`config.mk`:
```
export PLATFORM = sky130hd
export DESIGN_NAME = cfsc_crc_control
export DESIGN_NICKNAME = d
export VERILOG_FILES = /design/src/hdl/cfsc_pkg.sv /design/src/hdl/cfsc_crc_step.sv /design/src/hdl/cfsc_crc_control.sv
export SDC_FILE = /design/constraint.sdc
export NUM_CORES = 1
export LEC_CHECK = 0
export BUFFER_PORTS_ARGS = -buffer_cell sky130_fd_sc_hd__buf_2
export CAP_MARGIN = 20
export CORE_UTILIZATION = 40
export DETAILED_ROUTE_END_ITERATION = 10
export GPL_TIMING_DRIVEN = 0
export HOLD_SLACK_MARGIN = 0.15
export PLACE_DENSITY_LB_ADDON = 0.25
export SLEW_MARGIN = 20
export SYNTH_ARGS = -nofsm -noshare
export SYNTH_HDL_FRONTEND = slang
export SYNTH_SLANG_ARGS = --single-unit
```
`constraint.sdc`:
```
create_clock -name pclk -period 5.2 [get_ports pclk]
set_input_delay 1.04 -clock pclk [delete_from_list [all_inputs] [get_ports pclk]]
set_output_delay 1.04 -clock pclk [all_outputs]
set_load 0.02 [all_outputs]
```
`src/hdl/cfsc_pkg.sv`:
```
// Purpose: Shared constants and types of the CRC FIFO and shifter control.
// Assumes: APB register bus with 32-bit data and 8-bit byte addresses.
// Notes: Every register takes one aligned word at the offsets below.
package cfsc_pkg;

  localparam int CFSC_ADDR_W = 8;
  localparam int CFSC_DATA_W = 32;

  // Register offsets.
  localparam logic [7:0] CFSC_OFF_CTRL = 8'h00;
  localparam logic [7:0] CFSC_OFF_POLYNOMIAL_LENGTH = 8'h04;
  localparam logic [7:0] CFSC_OFF_POLY = 8'h08;
  localparam logic [7:0] CFSC_OFF_DATA = 8'h0C;
  localparam logic [7:0] CFSC_OFF_RESULT = 8'h10;
  localparam logic [7:0] CFSC_OFF_IRQ_STAT = 8'h14;
  localparam logic [7:0] CFSC_OFF_IRQ_MASK = 8'h18;

  // Control register field positions.
  localparam int CFSC_B_ENABLE = 15;
  localparam int CFSC_B_IDLE_STOP = 13;
  localparam int CFSC_B_COUNT_HI = 12;
  localparam int CFSC_B_COUNT_LO = 8;
  localparam int CFSC_B_FULL = 7;
  localparam int CFSC_B_EMPTY = 6;
  localparam int CFSC_B_ISEL = 5;
  localparam int CFSC_B_START = 4;
  localparam int CFSC_B_LSB_FIRST = 3;

  // Interrupt status and mask bit positions.
  localparam int CFSC_B_IRQ_CRC = 0;
  localparam int CFSC_B_IRQ_OVF = 1;
  localparam int CFSC_IRQ_W = 2;

  // FIFO depth selection by polynomial length.
  localparam int CFSC_FIFO_SLOTS = 16;
  localparam logic [4:0] CFSC_POLYNOMIAL_LENGTH_SHORT_MAX = 5'h07;
  localparam logic [4:0] CFSC_DEPTH_LONG = 5'h08;
  localparam logic [4:0] CFSC_DEPTH_SHORT = 5'h10;

  // Reset values.
  localparam logic [4:0] CFSC_POLYNOMIAL_LENGTH_RST = 5'h00;
  localparam logic [31:0] CFSC_POLY_RST = 32'h0000_0000;
  localparam logic [31:0] CFSC_CRC_RST = 32'h0000_0000;

  typedef enum logic [0:0] {
    CFSC_ST_WAIT = 1'b0,
    CFSC_ST_SHIFT = 1'b1
  } cfsc_state_e;

endpackage

```
`src/hdl/cfsc_crc_step.sv`:
```
// Purpose: One serial bit step of a CRC with programmable length.
// Assumes: The polynomial is given without its top term.
// Notes: Bits above the polynomial length are forced to zero.
`timescale 1ns/100ps
module cfsc_crc_step (
  // Current remainder and configuration
  input wire logic [31:0] crc_in,
  input wire logic [31:0] poly,
  input wire logic [4:0] polynomial_length,
  // Incoming data bit
  input wire logic din,
  // Next remainder
  output logic [31:0] crc_out
);
  logic [31:0] mask;
  logic fb;

  always_comb begin
    mask = 32'hFFFF_FFFF >> (5'h1F - polynomial_length);
    fb = crc_in[polynomial_length] ^ din;
    crc_out = ({crc_in[30:0], 1'b0} ^ (fb ? poly : 32'h0000_0000)) & mask;
  end
endmodule

```
`src/hdl/cfsc_crc_control.sv`:
```
// Purpose: CRC engine control: input FIFO, serial shifter and status.
// Assumes: APB slave, zero wait states, inputs synchronous to pclk.
// Notes: Read data is captured in the setup cycle of each transfer.
`timescale 1ns/100ps
module cfsc_crc_control #(
  parameter int DATA_W = 16
) (
  // Clock and reset
  input wire logic pclk,
  input wire logic presetn,
  // APB slave
  input wire logic psel,
  input wire logic penable,
  input wire logic pwrite,
  input wire logic [cfsc_pkg::CFSC_ADDR_W-1:0] paddr,
  input wire logic [cfsc_pkg::CFSC_DATA_W-1:0] pwdata,
  output logic [cfsc_pkg::CFSC_DATA_W-1:0] prdata,
  output logic pready,
  output logic pslverr,
  // System
  input wire logic device_idle,
  output logic irq
);
  import cfsc_pkg::*;

  localparam int BW = (DATA_W > 1) ? $clog2(DATA_W) : 1;
  localparam int PW = $clog2(CFSC_FIFO_SLOTS);

  if (DATA_W < 2 || DATA_W > 32) begin : g_chk
    $error("DATA_W must lie between 2 and 32");
  end

  // Control and configuration state.
  logic enable_q, enable_d;
  logic idle_stop_q, idle_stop_d;
  logic isel_q, isel_d;
  logic start_q, start_d;
  logic lsb_q, lsb_d;
  logic [4:0] polynomial_length_q, polynomial_length_d;
  logic [31:0] poly_q, poly_d;
  logic [CFSC_IRQ_W-1:0] stat_q, stat_d;
  logic [CFSC_IRQ_W-1:0] mask_q, mask_d;
  logic [31:0] prdata_q, prdata_d;

  // Datapath state.
  logic [DATA_W-1:0] mem_q [CFSC_FIFO_SLOTS];
  logic [PW-1:0] wr_ptr_q, wr_ptr_d;
  logic [PW-1:0] rd_ptr_q, rd_ptr_d;
  logic [4:0] count_q, count_d;
  cfsc_state_e st_q, st_d;
  logic [DATA_W-1:0] shreg_q, shreg_d;
  logic [BW-1:0] bitcnt_q, bitcnt_d;
  logic order_q, order_d;
  logic [31:0] crc_q, crc_d;

  // Decode.
  logic setup, access, wr_acc, rd_setup;
  logic hit_ctrl, hit_polynomial_length, hit_poly, hit_data, hit_res, hit_stat, hit_mask;
  logic mapped;
  logic [4:0] depth_sel;
  logic full, empty, run_ok, push, pop, last_bit, din;
  logic [31:0] crc_next;
  logic [CFSC_IRQ_W-1:0] events;
  logic [15:0] ctrl_view;

  always_comb begin
    setup = psel && !penable;
    access = psel && penable;
    wr_acc = access && pwrite;
    rd_setup = setup && !pwrite;
    hit_ctrl = 1'b0;
    hit_polynomial_length = 1'b0;
    hit_poly = 1'b0;
    hit_data = 1'b0;
    hit_res = 1'b0;
    hit_stat = 1'b0;
    hit_mask = 1'b0;
    if (paddr == CFSC_OFF_CTRL) begin
      hit_ctrl = 1'b1;
    end else if (paddr == CFSC_OFF_POLYNOMIAL_LENGTH) begin
      hit_polynomial_length = 1'b1;
    end else if (paddr == CFSC_OFF_POLY) begin
      hit_poly = 1'b1;
    end else if (paddr == CFSC_OFF_DATA) begin
      hit_data = 1'b1;
    end else if (paddr == CFSC_OFF_RESULT) begin
      hit_res = 1'b1;
    end else if (paddr == CFSC_OFF_IRQ_STAT) begin
      hit_stat = 1'b1;
    end else if (paddr == CFSC_OFF_IRQ_MASK) begin
      hit_mask = 1'b1;
    end
    mapped = hit_ctrl || hit_polynomial_length || hit_poly || hit_data || hit_res ||
             hit_stat || hit_mask;
  end

  assign pready = 1'b1;
  assign pslverr = access && !mapped;
  assign prdata = prdata_q;
  assign irq = |(stat_q & mask_q);

  // Depth follows the polynomial length; flags come from the count.
  always_comb begin
    depth_sel = (polynomial_length_q > CFSC_POLYNOMIAL_LENGTH_SHORT_MAX) ? CFSC_DEPTH_LONG
                                               : CFSC_DEPTH_SHORT;
    full = (count_q >= depth_sel);
    empty = (count_q == 5'h00);
    run_ok = enable_q && start_q && !(idle_stop_q && device_idle);
    push = wr_acc && hit_data && enable_q && !full;
    pop = (st_q == CFSC_ST_WAIT) && run_ok && !empty;
    last_bit = (st_q == CFSC_ST_SHIFT) && run_ok &&
               (bitcnt_q == BW'(DATA_W - 1));
    din = order_q ? shreg_q[0] : shreg_q[DATA_W-1];
  end

  cfsc_crc_step u_step (
    .crc_in(crc_q),
    .poly(poly_q),
    .polynomial_length(polynomial_length_q),
    .din(din),
    .crc_out(crc_next)
  );

  always_comb begin
    ctrl_view = 16'h0000;
    ctrl_view[CFSC_B_ENABLE] = enable_q;
    ctrl_view[CFSC_B_IDLE_STOP] = idle_stop_q;
    ctrl_view[CFSC_B_COUNT_HI:CFSC_B_COUNT_LO] = count_q;
    ctrl_view[CFSC_B_FULL] = full;
    ctrl_view[CFSC_B_EMPTY] = empty;
    ctrl_view[CFSC_B_ISEL] = isel_q;
    ctrl_view[CFSC_B_START] = start_q;
    ctrl_view[CFSC_B_LSB_FIRST] = lsb_q;
  end

  // Register file next state.
  always_comb begin
    enable_d = enable_q;
    idle_stop_d = idle_stop_q;
    isel_d = isel_q;
    start_d = start_q;
    lsb_d = lsb_q;
    polynomial_length_d = polynomial_length_q;
    poly_d = poly_q;
    mask_d = mask_q;
    prdata_d = prdata_q;
    if (wr_acc && hit_ctrl) begin
      enable_d = pwdata[CFSC_B_ENABLE];
      idle_stop_d = pwdata[CFSC_B_IDLE_STOP];
      isel_d = pwdata[CFSC_B_ISEL];
      start_d = pwdata[CFSC_B_START];
      lsb_d = pwdata[CFSC_B_LSB_FIRST];
    end
    if (wr_acc && hit_polynomial_length) begin
      polynomial_length_d = pwdata[4:0];
    end
    if (wr_acc && hit_poly) begin
      poly_d = pwdata;
    end
    if (wr_acc && hit_mask) begin
      mask_d = pwdata[CFSC_IRQ_W-1:0];
    end
    if (rd_setup) begin
      prdata_d = 32'h0000_0000;
      if (hit_ctrl) begin
        prdata_d = {16'h0000, ctrl_view};
      end else if (hit_polynomial_length) begin
        prdata_d = {27'h000_0000, polynomial_length_q};
      end else if (hit_poly) begin
        prdata_d = poly_q;
      end else if (hit_res) begin
        prdata_d = crc_q;
      end else if (hit_stat) begin
        prdata_d = {{(32-CFSC_IRQ_W){1'b0}}, stat_q};
      end else if (hit_mask) begin
        prdata_d = {{(32-CFSC_IRQ_W){1'b0}}, mask_q};
      end
    end
  end

  // Sticky events; only bits seen by the read are cleared, so a new
  // event in the same cycle survives.
  always_comb begin
    events = '0;
    if (isel_q) begin
      events[CFSC_B_IRQ_CRC] = pop && (count_q == 5'h01) && !push;
    end else begin
      events[CFSC_B_IRQ_CRC] = last_bit && empty && !push;
    end
    events[CFSC_B_IRQ_OVF] = wr_acc && hit_data && enable_q && full;
    stat_d = stat_q;
    if (access && !pwrite && hit_stat) begin
      stat_d = stat_q & ~prdata_q[CFSC_IRQ_W-1:0];
    end
    stat_d = stat_d | events;
  end

  // FIFO, shifter and result next state.
  always_comb begin
    wr_ptr_d = wr_ptr_q;
    rd_ptr_d = rd_ptr_q;
    count_d = count_q;
    st_d = st_q;
    shreg_d = shreg_q;
    bitcnt_d = bitcnt_q;
    order_d = order_q;
    crc_d = crc_q;
    if (push) begin
      wr_ptr_d = wr_ptr_q + 1'b1;
    end
    if (pop) begin
      rd_ptr_d = rd_ptr_q + 1'b1;
      shreg_d = mem_q[rd_ptr_q];
      order_d = lsb_q;
      bitcnt_d = '0;
      st_d = CFSC_ST_SHIFT;
    end
    if (push && !pop) begin
      count_d = count_q + 5'h01;
    end else if (pop && !push) begin
      count_d = count_q - 5'h01;
    end
    if (st_q == CFSC_ST_SHIFT && run_ok) begin
      crc_d = crc_next;
      shreg_d = order_q ? (shreg_q >> 1) : (shreg_q << 1);
      bitcnt_d = bitcnt_q + 1'b1;
      if (last_bit) begin
        st_d = CFSC_ST_WAIT;
      end
    end
    if (!enable_q) begin
      wr_ptr_d = '0;
      rd_ptr_d = '0;
      count_d = 5'h00;
      st_d = CFSC_ST_WAIT;
      shreg_d = '0;
      bitcnt_d = '0;
      crc_d = CFSC_CRC_RST;
    end
  end

  always_ff @(posedge pclk or negedge presetn) begin
    if (!presetn) begin
      enable_q <= 1'b0;
      idle_stop_q <= 1'b0;
      isel_q <= 1'b0;
      start_q <= 1'b0;
      lsb_q <= 1'b0;
      polynomial_length_q <= CFSC_POLYNOMIAL_LENGTH_RST;
      poly_q <= CFSC_POLY_RST;
      stat_q <= '0;
      mask_q <= '0;
      prdata_q <= 32'h0000_0000;
      wr_ptr_q <= '0;
      rd_ptr_q <= '0;
      count_q <= 5'h00;
      st_q <= CFSC_ST_WAIT;
      shreg_q <= '0;
      bitcnt_q <= '0;
      order_q <= 1'b0;
      crc_q <= CFSC_CRC_RST;
    end else begin
      enable_q <= enable_d;
      idle_stop_q <= idle_stop_d;
      isel_q <= isel_d;
      start_q <= start_d;
      lsb_q <= lsb_d;
      polynomial_length_q <= polynomial_length_d;
      poly_q <= poly_d;
      stat_q <= stat_d;
      mask_q <= mask_d;
      prdata_q <= prdata_d;
      wr_ptr_q <= wr_ptr_d;
      rd_ptr_q <= rd_ptr_d;
      count_q <= count_d;
      st_q <= st_d;
      shreg_q <= shreg_d;
      bitcnt_q <= bitcnt_d;
      order_q <= order_d;
      crc_q <= crc_d;
    end
  end

  // The storage array has no reset; the count guards every read of it.
  always_ff @(posedge pclk) begin
    if (push) begin
      mem_q[wr_ptr_q] <= pwdata[DATA_W-1:0];
    end
  end
endmodule

```
# Word level (Yosys, flattened, before mapping)
# Memories as Yosys holds them, arrays and structs flattened.
# Index checks and enable logic that the tools add are counted.
# word_totals
reg_bits,145
ramBits,256
inputBits,46
word_cells,158
mem_count,1
# classes
add_sub_neg,6
n_lt_le_gt_ge,3
n_eq_ne,13
shifts,1
mux,63
n_bitwise,8
n_reduce_logical,45
# memory_table
name,words,word_bits,rd,rd_clocked_by_memory_dff,write_ports,line,rtl
mem_q,16,16,1,0,1,cfsc_crc_control.sv:46,logic [DATA_W-1:0] mem_q [CFSC_FIFO_SLOTS];
# op_table
op,n
32-bit two-way mux,7
16-bit two-way mux,4
1-bit two-way mux,37
32-bit bitwise AND,1
32-bit by 5-bit >> shifter with 32-bit output (first input constant),1
32-bit bitwise XOR,1
1-bit logical AND,28
4-bit two-way mux,7
8-bit by 5-bit == test with 1-bit output (second input constant),3
5-bit two-way mux,4
8-bit by 4-bit == test with 1-bit output (second input constant),2
4-bit by 1-bit adder with 4-bit output (second input constant),3
8-bit by 3-bit == test with 1-bit output (second input constant),1
1-bit logical NOT,8
8-bit logical NOT,1
1-bit logical OR,6
5-bit by 6-bit less-than comparator with 1-bit output (second input constant),1
2-bit two-way mux,3
2-bit by 1-bit != test with 1-bit output (second input constant),3
3-bit by 1-bit != test with 1-bit output (second input constant),2
5-bit by 1-bit adder with 5-bit output (second input constant),1
1-bit binary-select mux with 5-bit select,1
5-bit by 1-bit == test with 1-bit output (second input constant),1
5-bit >= comparator,1
11 further kinds,12

# Logic depth before layout (Yosys ltp)
# Gate-level depths: netlist of run 1.
# depth
depth_word,14
ltp_mapped,12

# Hierarchy
# A second synthesis of run 1 with hierarchy kept.
# hier_totals
cells_unflattened,1421
area_unflattened_um2,18704.2
# modules_own_cells
mod,n_inst,cells_per_inst,area_each_um2,seq_area_each_um2
cfsc_crc_control,1,1134,16761.1,11315.9
cfsc_crc_step,1,287,1943.1,0.0

# Worst setup path after synthesis of run 1
# OpenSTA, ideal clock, no wires.
# synth_timing
path_type,input to register
start,in paddr[1] (netlist bit)
end,mem mem_q[4][0] (enable)
setup_ns,0.409
arrival_time_ns,3.973
required_time_ns,4.791
slack_ns,0.817
stages,7
n_path_buf,2
cell_sequence,or4_4 > or3_1 > buf_2 > a2111oi_4 > buf_6 > nand2_1 > nor3_1
# synth_between
elab_chain_cells,10
word_cells_on_any_way,13
# synth_rtl
item,line,rtl
from (decl),cfsc_crc_control.sv:15,"input wire logic [cfsc_pkg::CFSC_ADDR_W-1:0] paddr,"
8-bit by 4-bit == test with 1-bit output,cfsc_crc_control.sv:84,end else if (paddr == CFSC_OFF_DATA) begin
1-bit two-way mux,cfsc_crc_control.sv:84,
1-bit two-way mux,cfsc_crc_control.sv:82,end else if (paddr == CFSC_OFF_POLY) begin
1-bit two-way mux,cfsc_crc_control.sv:80,end else if (paddr == CFSC_OFF_POLYNOMIAL_LENGTH) begin
1-bit two-way mux *,cfsc_crc_control.sv:78,if (paddr == CFSC_OFF_CTRL) begin
1-bit logical AND * (3 in a row),cfsc_crc_control.sv:109,push = wr_acc && hit_data && enable_q && !full;
1-bit two-way mux *,cfsc_crc_control.sv:286,if (push) begin
1-bit two-way mux (implied by the code) *,cfsc_crc_control.sv:287,mem_q[wr_ptr_q] <= pwdata[DATA_W-1:0];
to (decl),cfsc_crc_control.sv:46,
# Every way passes the cells marked *; elsewhere a longest branch is shown, timed or not.

# Worst setup path after layout of run 1
# layout_timing
start,reg polynomial_length_q[4]
end,mem mem_q[14][14] (enable)
# layout_between
elab_chain_cells,7
# layout_rtl
item,line,rtl
from (decl),cfsc_crc_control.sv:39,"logic [4:0] polynomial_length_q, polynomial_length_d;"
from (signal assigned),cfsc_crc_control.sv:268,polynomial_length_q <= polynomial_length_d;
5-bit by 3-bit > comparator with 1-bit output,cfsc_crc_control.sv:104,depth_sel = (polynomial_length_q > CFSC_POLYNOMIAL_LENGTH_SHORT_MAX) ? CFSC_DEPTH_LONG
5-bit two-way mux,cfsc_crc_control.sv:104,
5-bit >= comparator,cfsc_crc_control.sv:106,full = (count_q >= depth_sel);
1-bit logical NOT,cfsc_crc_control.sv:109,
1-bit logical AND,cfsc_crc_control.sv:109,
1-bit two-way mux,cfsc_crc_control.sv:286,
1-bit two-way mux (implied by the code),cfsc_crc_control.sv:287,
# Every way passes these cells.

==> impl_metrics.json, run 1 <==
{
  "syn-mean-instance-area_um2": 13.71,
  "maxCapViolCount": 0,
  "p_total_mw": 7.733,
  "r2r-start": "polynomial_length_q[4]$_DFFE_PN0P_",
  "cts.repair.resized": 0,
  "root_buffer": "clkbuf_16",
  "cp-end-kind": "flop",
  "cpPeakStageDelay_ns": 0.74,
  "grt_overflow": 0,
  "r2r_cells": 11,
  "powerDensity_nw_per_um2": 365.2,
  "ys_types": 73,
  "groute.usage.overall_pct": 22.03,
  "synth_top_area_cell": "edfxtp_1",
  "pin_count": 81,
  "wl_mm": 50.61,
  "synth_most_common_cell": "edfxtp_1",
  "cp_top_family": "buffers and inverters",
  "post-cts-setup-buffers": 0,
  "switching_share_pct": 25.71,
  "nets": 1529,
  "row_count": 78,
  "path_buf_inv": 4,
  "netlist_instances": 1338,
  "crit_type": "reg2reg",
  "slew_headroom_pct": 28.79,
  "syn_nets": 1396,
  "min_period_ns": 4.438,
  "hold_buffers": 0,
  "grt_pass1_wl_mm": 77.34,
  "gp_congestion": 0.8967,
  "finalHoldViolations": 0,
  "drive_gt1_share_pct": 21.96,
  "synth-edff-count": 256,
  "hpwl_mm": 34.11,
  "cts_buffer_depth": 3,
  "vias_per_cell": 5.868,
  "p_comb_share_pct": 12.4,
  "clk_pin_slew_worst_paths_ns": 0.06,
  "timing.critical_path.mode_cell": "clkbuf_1",
  "utilization_pct": 46.76,
  "slew_violations": 0,
  "fp.dieArea_um2": 46700,
  "h-tree-depth": 2,
  "finClkSkew_ns": 0.02887,
  "grt_pass1_vias": 12325,
  "die_h_um": 216.1,
  "ant_nets": 0,
  "startpoint_type": "flop",
  "setup_violations": 0,
  "num-fill-cells": 4035,
  "synthArstFlopShare_pct": 36.16,
  "seqPwrFrac_pct": 45.6,
  "clkLatencyLatePin_ns": 0.60,
  "clockPowerShare_pct": 42.0,
  "antenna_found_initial": 3,
  "yosys-top-cells-area": "edfxtp_1, dfrtp_1, mux4_2",
  "initial_core_util_pct": 40.50,
  "synth_seq_cells": 401,
  "hold_ws_ns": 0.3694,
  "ys.flop_type": "edfxtp_1",
  "antennaDiodeCount": 0,
  "rrSetupSlack_ns": 0.76,
  "intPower_mw": 5.745,
  "cp_cell_sequence": "clkbuf_1 > nor2_1 > inv_1 > clkbuf_1 > ha_1 > nand2_1 > o21ai_0 > a2111oi_4 > buf_6 > nand3_1 > nor2_4",
  "rsz0062_at_grt": "false",
  "p_sw_mw": 1.988,
  "io_buffers": 77,
  "cp.arrival_ns": 4.65,
  "grt_max_degree": 86,
  "synth_seq_area_share_pct": 61.71,
  "status": "finished clean",
  "post-route-period-util_pct": 85.34,
  "die_w_um": 216.1,
  "max_freq_mhz": 225.3,
  "synth_area_um2": 18340,
  "seqCellArea_um2": 11320,
  "multi_input_area_um2": 6634,
  "critical_path.max_fanout": 16,
  "tightest_slew_ns": 1.068,
  "wl_per_cell_um": 24.02,
  "leakagePower_nw": 7.464,
  "tritoncts": "yes",
  "slowest_stage": "a2111oi_4",
  "rr_endpoint": "mem_q[14][14]$_DFFE_PP_",
  "hold_class": "in2async",
  "cts_made_buffers": 44,
  "drt_first_pass_iters": 7,
  "drtIter0Drc": 1253,
  "coreArea_um2": 45280,
  "critPathRequiredTime_ns": 5.41,
  "synthTopCellsByCount": "edfxtp_1, nand2_1, dfrtp_1",
  "vias": 12364,
  "irDropWorstVdd_mv": 0.3187,
  "area_delta_synth_final_pct": 15.48,
  "drc": 0,
  "yosys_warnings": 0,
  "yosys.area.top_type_share_pct": 41.92,
  "cts.sinks": 401
}
==> cell families after synthesis <==
logic type | after synthesis | share of synthesized area [%]
xor gates and xnor gates | 8 | 0.3821
DFF | 401 | 61.71
and+or+nand+nor | 405 | 10.83
AOI/OAI and AO/OA | 250 | 9.471
muxes | 151 | 14.36
other | 1 | 0.02045
adders and majority gates | 12 | 0.8188
buffers and inverters | 110 | 2.409
==> worst max path at each step <==
stage,startpoint,endpoint,slack (ns),cells after the start
3_3_place_gp,paddr[1],mem_q[6][12]$_DFFE_PP_,-0.89,8
4_1_cts,polynomial_length_q[3]$_DFFE_PN0P_,mem_q[3][14]$_DFFE_PP_,0.76,10
6_report,polynomial_length_q[4]$_DFFE_PN0P_,mem_q[14][14]$_DFFE_PP_,0.76,11
5_1_grt,polynomial_length_q[3]$_DFFE_PN0P_,mem_q[3][2]$_DFFE_PP_,0.57,10
3_5_place_dp,paddr[1],mem_q[0][14]$_DFFE_PP_,0.67,7
2_1_floorplan,paddr[1],mem_q[4][0]$_DFFE_PP_,0.82,7
==> flip-flops by register name, summed over array words and instances, names as in the netlist, 5 cells and up <==
name	flops
count_q	5
crc_q	32
mem_q	256
poly_q	32
polynomial_length_q	5
prdata	32
shreg_q	16
==> cell usage in the layout, fill, tap and decap left out, types with 6 or more instances in the layout <==
cell and n:
edfxtp_1 256, nor2b_1 16, nand4_1 9, nor3b_1 22, and2_1 8, clkbuf_8 10
a222oi_1 11, and3_1 6, nor2_1 58, a22oi_1 17, nand3_1 14, clkbuf_16 45
buf_2 84, dfrtp_1 145, nand3b_1 16, mux4_2 85, mux2i_1 19, a2111oi_0 17
clkbuf_1 81, nor3_1 9, ha_1 12, o21ai_0 70, inv_1 16, o311ai_0 6
or3_1 11, buf_1 10, nand2_1 196, a21oi_1 46, a221oi_1 25, buf_4 7
mux2_2 47
==> area by class of cell <==
cell class                      count  share of cell area [%]
Clock buffer                       66                   6.180
Buffer                             93                   1.790
Sequential cell                   401                   53.44
Inverter                           17                  0.3013
Clock inverter                     16                   1.052
Multi-Input combinational cell    827                   31.33
Timing Repair Buffer               87                   2.369
Tap cell                          600                   3.545
==> power groups by stage <==
| stage | sequential [mW] | combinational, mW | clock [mW] |
|---|---|---|---|
| 2_1_floorplan | 3.56 | 0.633 | 0 |
| 5_1_grt | 3.53 | 1.04 | 3.43 |
| 3_3_place_gp | 3.58 | 0.935 | 0 |
| 4_1_cts | 3.52 | 0.961 | 3.31 |
| 3_5_place_dp | 3.59 | 0.957 | 0 |
| 6_report | 3.52 | 0.961 | 3.25 |
==> layer usage <==
layer / vias up / part of all wire, % / track usage (%) / wire length [µm]
li1: 5441 / - / - / -
met1: 6348 / 43 / 30.82 / 21660
met2: 480 / 48 / 35.85 / 24440
met3: 93 / 6.4 / 3.144 / 3256
met4: 2 / 2.4 / 6.338 / 1238
met5: - / 0.026 / 0 / 13
==> through the flow <==
step           setup WS (ns)  cells  TNS, ns  cell area, µm²
2_1_floorplan         0.8173   1338        0           18340
3_3_place_gp         -0.8929   2015   -52.53           19470
3_5_place_dp          0.6666   2024        0           19630
4_1_cts               0.7639   2106        0           21160
5_1_grt               0.5659   2107        0           21180
6_report              0.7623   2107        0           21180
(Power assumes the default switching activity.)
==> inputs of run 2 (changes only) <==
--- a/config.mk
+++ b/config.mk
@@ -7,7 +7,9 @@
 export LEC_CHECK = 0
 export BUFFER_PORTS_ARGS = -buffer_cell sky130_fd_sc_hd__buf_2
 export CAP_MARGIN = 20
-export CORE_UTILIZATION = 40
+export CELL_PAD_IN_SITES_DETAIL_PLACEMENT = 1
+export CELL_PAD_IN_SITES_GLOBAL_PLACEMENT = 1
+export CORE_UTILIZATION = 52
 export DETAILED_ROUTE_END_ITERATION = 10
 export GPL_TIMING_DRIVEN = 0
 export HOLD_SLACK_MARGIN = 0.15
==> impl_metrics.json, run 2 (same netlist as run 1, synthesis figures left out) <==
{
  "slew_violations": 0,
  "utilization_pct": 60.29,
  "tritoncts": "yes",
  "grt_util_met1_pct": 46.13,
  "hold_class": "in2async",
  "drc": 0,
  "cp_cell_sequence": "clkbuf_1 > nor2_1 > inv_1 > clkbuf_1 > ha_1 > nand2_1 > o21ai_0 > a2111oi_4 > nor3b_2 > and2_1",
  "clockPowerShare_pct": 40.3,
  "root_buffer": "clkbuf_16",
  "wl_mm": 56.87,
  "grt_pass1_wl_mm": 86.15,
  "path_buf_inv": 3,
  "hpwl_mm": 38.81,
  "io_buffers": 77,
  "slew_headroom_pct": 22.21,
  "p_comb_share_pct": 13.2,
  "die_h_um": 189.8,
  "cpPeakStageDelay_ns": 0.95,
  "final_cell_area_um2": 20880,
  "status": "finished clean",
  "area_delta_synth_final_pct": 13.86,
  "p_sw_mw": 1.972,
  "hold_buffers": 0,
  "switching_share_pct": 26.04,
  "rsz0062_at_grt": "false",
  "startpoint_type": "flop",
  "post-cts-setup-buffers": 0,
  "grt_overflow": 0,
  "cts_made_buffers": 42,
  "min_period_ns": 4.610,
  "grt_pass1_vias": 13552,
  "cts.sinks": 401,
  "p_total_mw": 7.571,
  "r2r-start": "polynomial_length_q[4]$_DFFE_PN0P_",
  "antenna_found_initial": 2,
  "post-place-ws_ns": 0.6660,
  "cts.repair.resized": 0,
  "cp-end-kind": "flop",
  "busiest_layer": "met2",
  "vias": 13097,
  "drt_first_pass_iters": 5,
  "critPathRequiredTime_ns": 5.38,
  "irDropWorstVdd_mv": 0.3155,
  "pin_count": 81,
  "tightest_slew_ns": 1.167,
  "cp_top_family": "simple AND/OR/NAND/NOR gates",
  "seqPwrFrac_pct": 46.6,
  "vias_per_cell": 6.679,
  "intPower_mw": 5.599,
  "cts_buffer_depth": 3,
  "wl_per_cell_um": 29.00,
  "drtIter0Drc": 1404,
  "grt_max_degree": 83,
  "setup_violations": 0,
  "maxCapViolCount": 0,
  "largest_reg_flops": 256,
  "use_met3_pct": 6.678,
  "mostFrequentLayoutCell": "edfxtp_1",
  "coreArea_um2": 34630,
  "nets": 1532,
  "clkLatencyLatePin_ns": 0.59,
  "timing.critical_path.mode_cell": "clkbuf_1",
  "max_freq_mhz": 216.9,
  "final_cell_mix": "edfxtp_1, nand2_1, dfrtp_1",
  "critical_path.max_fanout": 16,
  "setup_tns_ns": 0,
  "antennaDiodeCount": 0,
  "leakagePower_nw": 7.411,
  "rr_endpoint": "mem_q[1][6]$_DFFE_PP_",
  "finClkSkew_ns": 0.03493,
  "post-route-period-util_pct": 88.66,
  "crit_type": "reg2reg",
  "h-tree-depth": 2,
  "final.setup.worst_slack_ns": 0.5896,
  "rrSetupSlack_ns": 0.59,
  "drive_gt1_share_pct": 21.18,
  "clk_pin_slew_worst_paths_ns": 0.06,
  "die_w_um": 189.8,
  "finalHoldViolations": 0,
  "row_count": 68,
  "largest-register": "mem_q",
  "fp.dieArea_um2": 36020,
  "ant_nets": 0,
  "slowest_stage": "and2_1",
  "powerDensity_nw_per_um2": 362.6,
  "grt_util_met2_pct": 51.34,
  "r2r_cells": 10,
  "gp_congestion": 0.9338,
  "cp.arrival_ns": 4.79,
  "dpl-instance-area_um2": 19460,
  "groute.usage.overall_pct": 32.63,
  "initial_core_util_pct": 52.96
}
[run 2: cell types whose count changed in the layout (fill, tap and decap cells not counted), sizes merged]
cell    before  now
clkbuf     138  121
clkinv      11   20
buf        108  113
bufinv       3    5
[run 2: per-stage QoR]
stage	std cells	hold slack, ns
2_1_floorplan	1338	0.4573
3_3_place_gp	1870	0.4605
3_5_place_dp	1883	0.4644
4_1_cts	1959	0.4037
5_1_grt	1961	0.4227
6_report	1961	0.3758
[run 2: how the worst max path moves through the flow]
stage,cells past startpoint,from,endpoint
after global placement,8,paddr[1],mem_q[4][14]$_DFFE_PP_
after floorplan,7,paddr[1],mem_q[4][0]$_DFFE_PP_
after CTS,10,polynomial_length_q[4]$_DFFE_PN0P_,mem_q[0][6]$_DFFE_PP_
after global routing,10,polynomial_length_q[3]$_DFFE_PN0P_,mem_q[1][6]$_DFFE_PP_
after detailed placement,7,paddr[1],mem_q[0][1]$_DFFE_PP_
final,10,polynomial_length_q[4]$_DFFE_PN0P_,mem_q[1][6]$_DFFE_PP_
[run 2: routing by layer]
metal / up-vias / routed length, µm
met3: 105 / 5116
met5: - / 26
li1: 5433 / -
met2: 694 / 26850
met1: 6861 / 23530
met4: 4 / 1341
[run 2: power by group through the flow]
stage | combinational, mW | sequential, mW | clock (mW)
after floorplan | 0.633 | 3.56 | 0
after global placement | 0.931 | 3.58 | 0
after detailed placement | 0.971 | 3.59 | 0
after CTS | 0.984 | 3.52 | 3.08
after global routing | 1.07 | 3.53 | 3.19
final | 0.996 | 3.53 | 3.05
[run 2: layout make-up]
class | count | area [µm²]
Clock inverter | 27 | 291.5
Clock buffer | 49 | 1099
Sequential cell | 401 | 11320
Multi-Input combinational cell | 827 | 6610
Buffer | 93 | 379.1
Fill cell | 3359 | 13750
Inverter | 17 | 63.81
Timing Repair Buffer | 92 | 550.5
Tap cell | 455 | 569.3
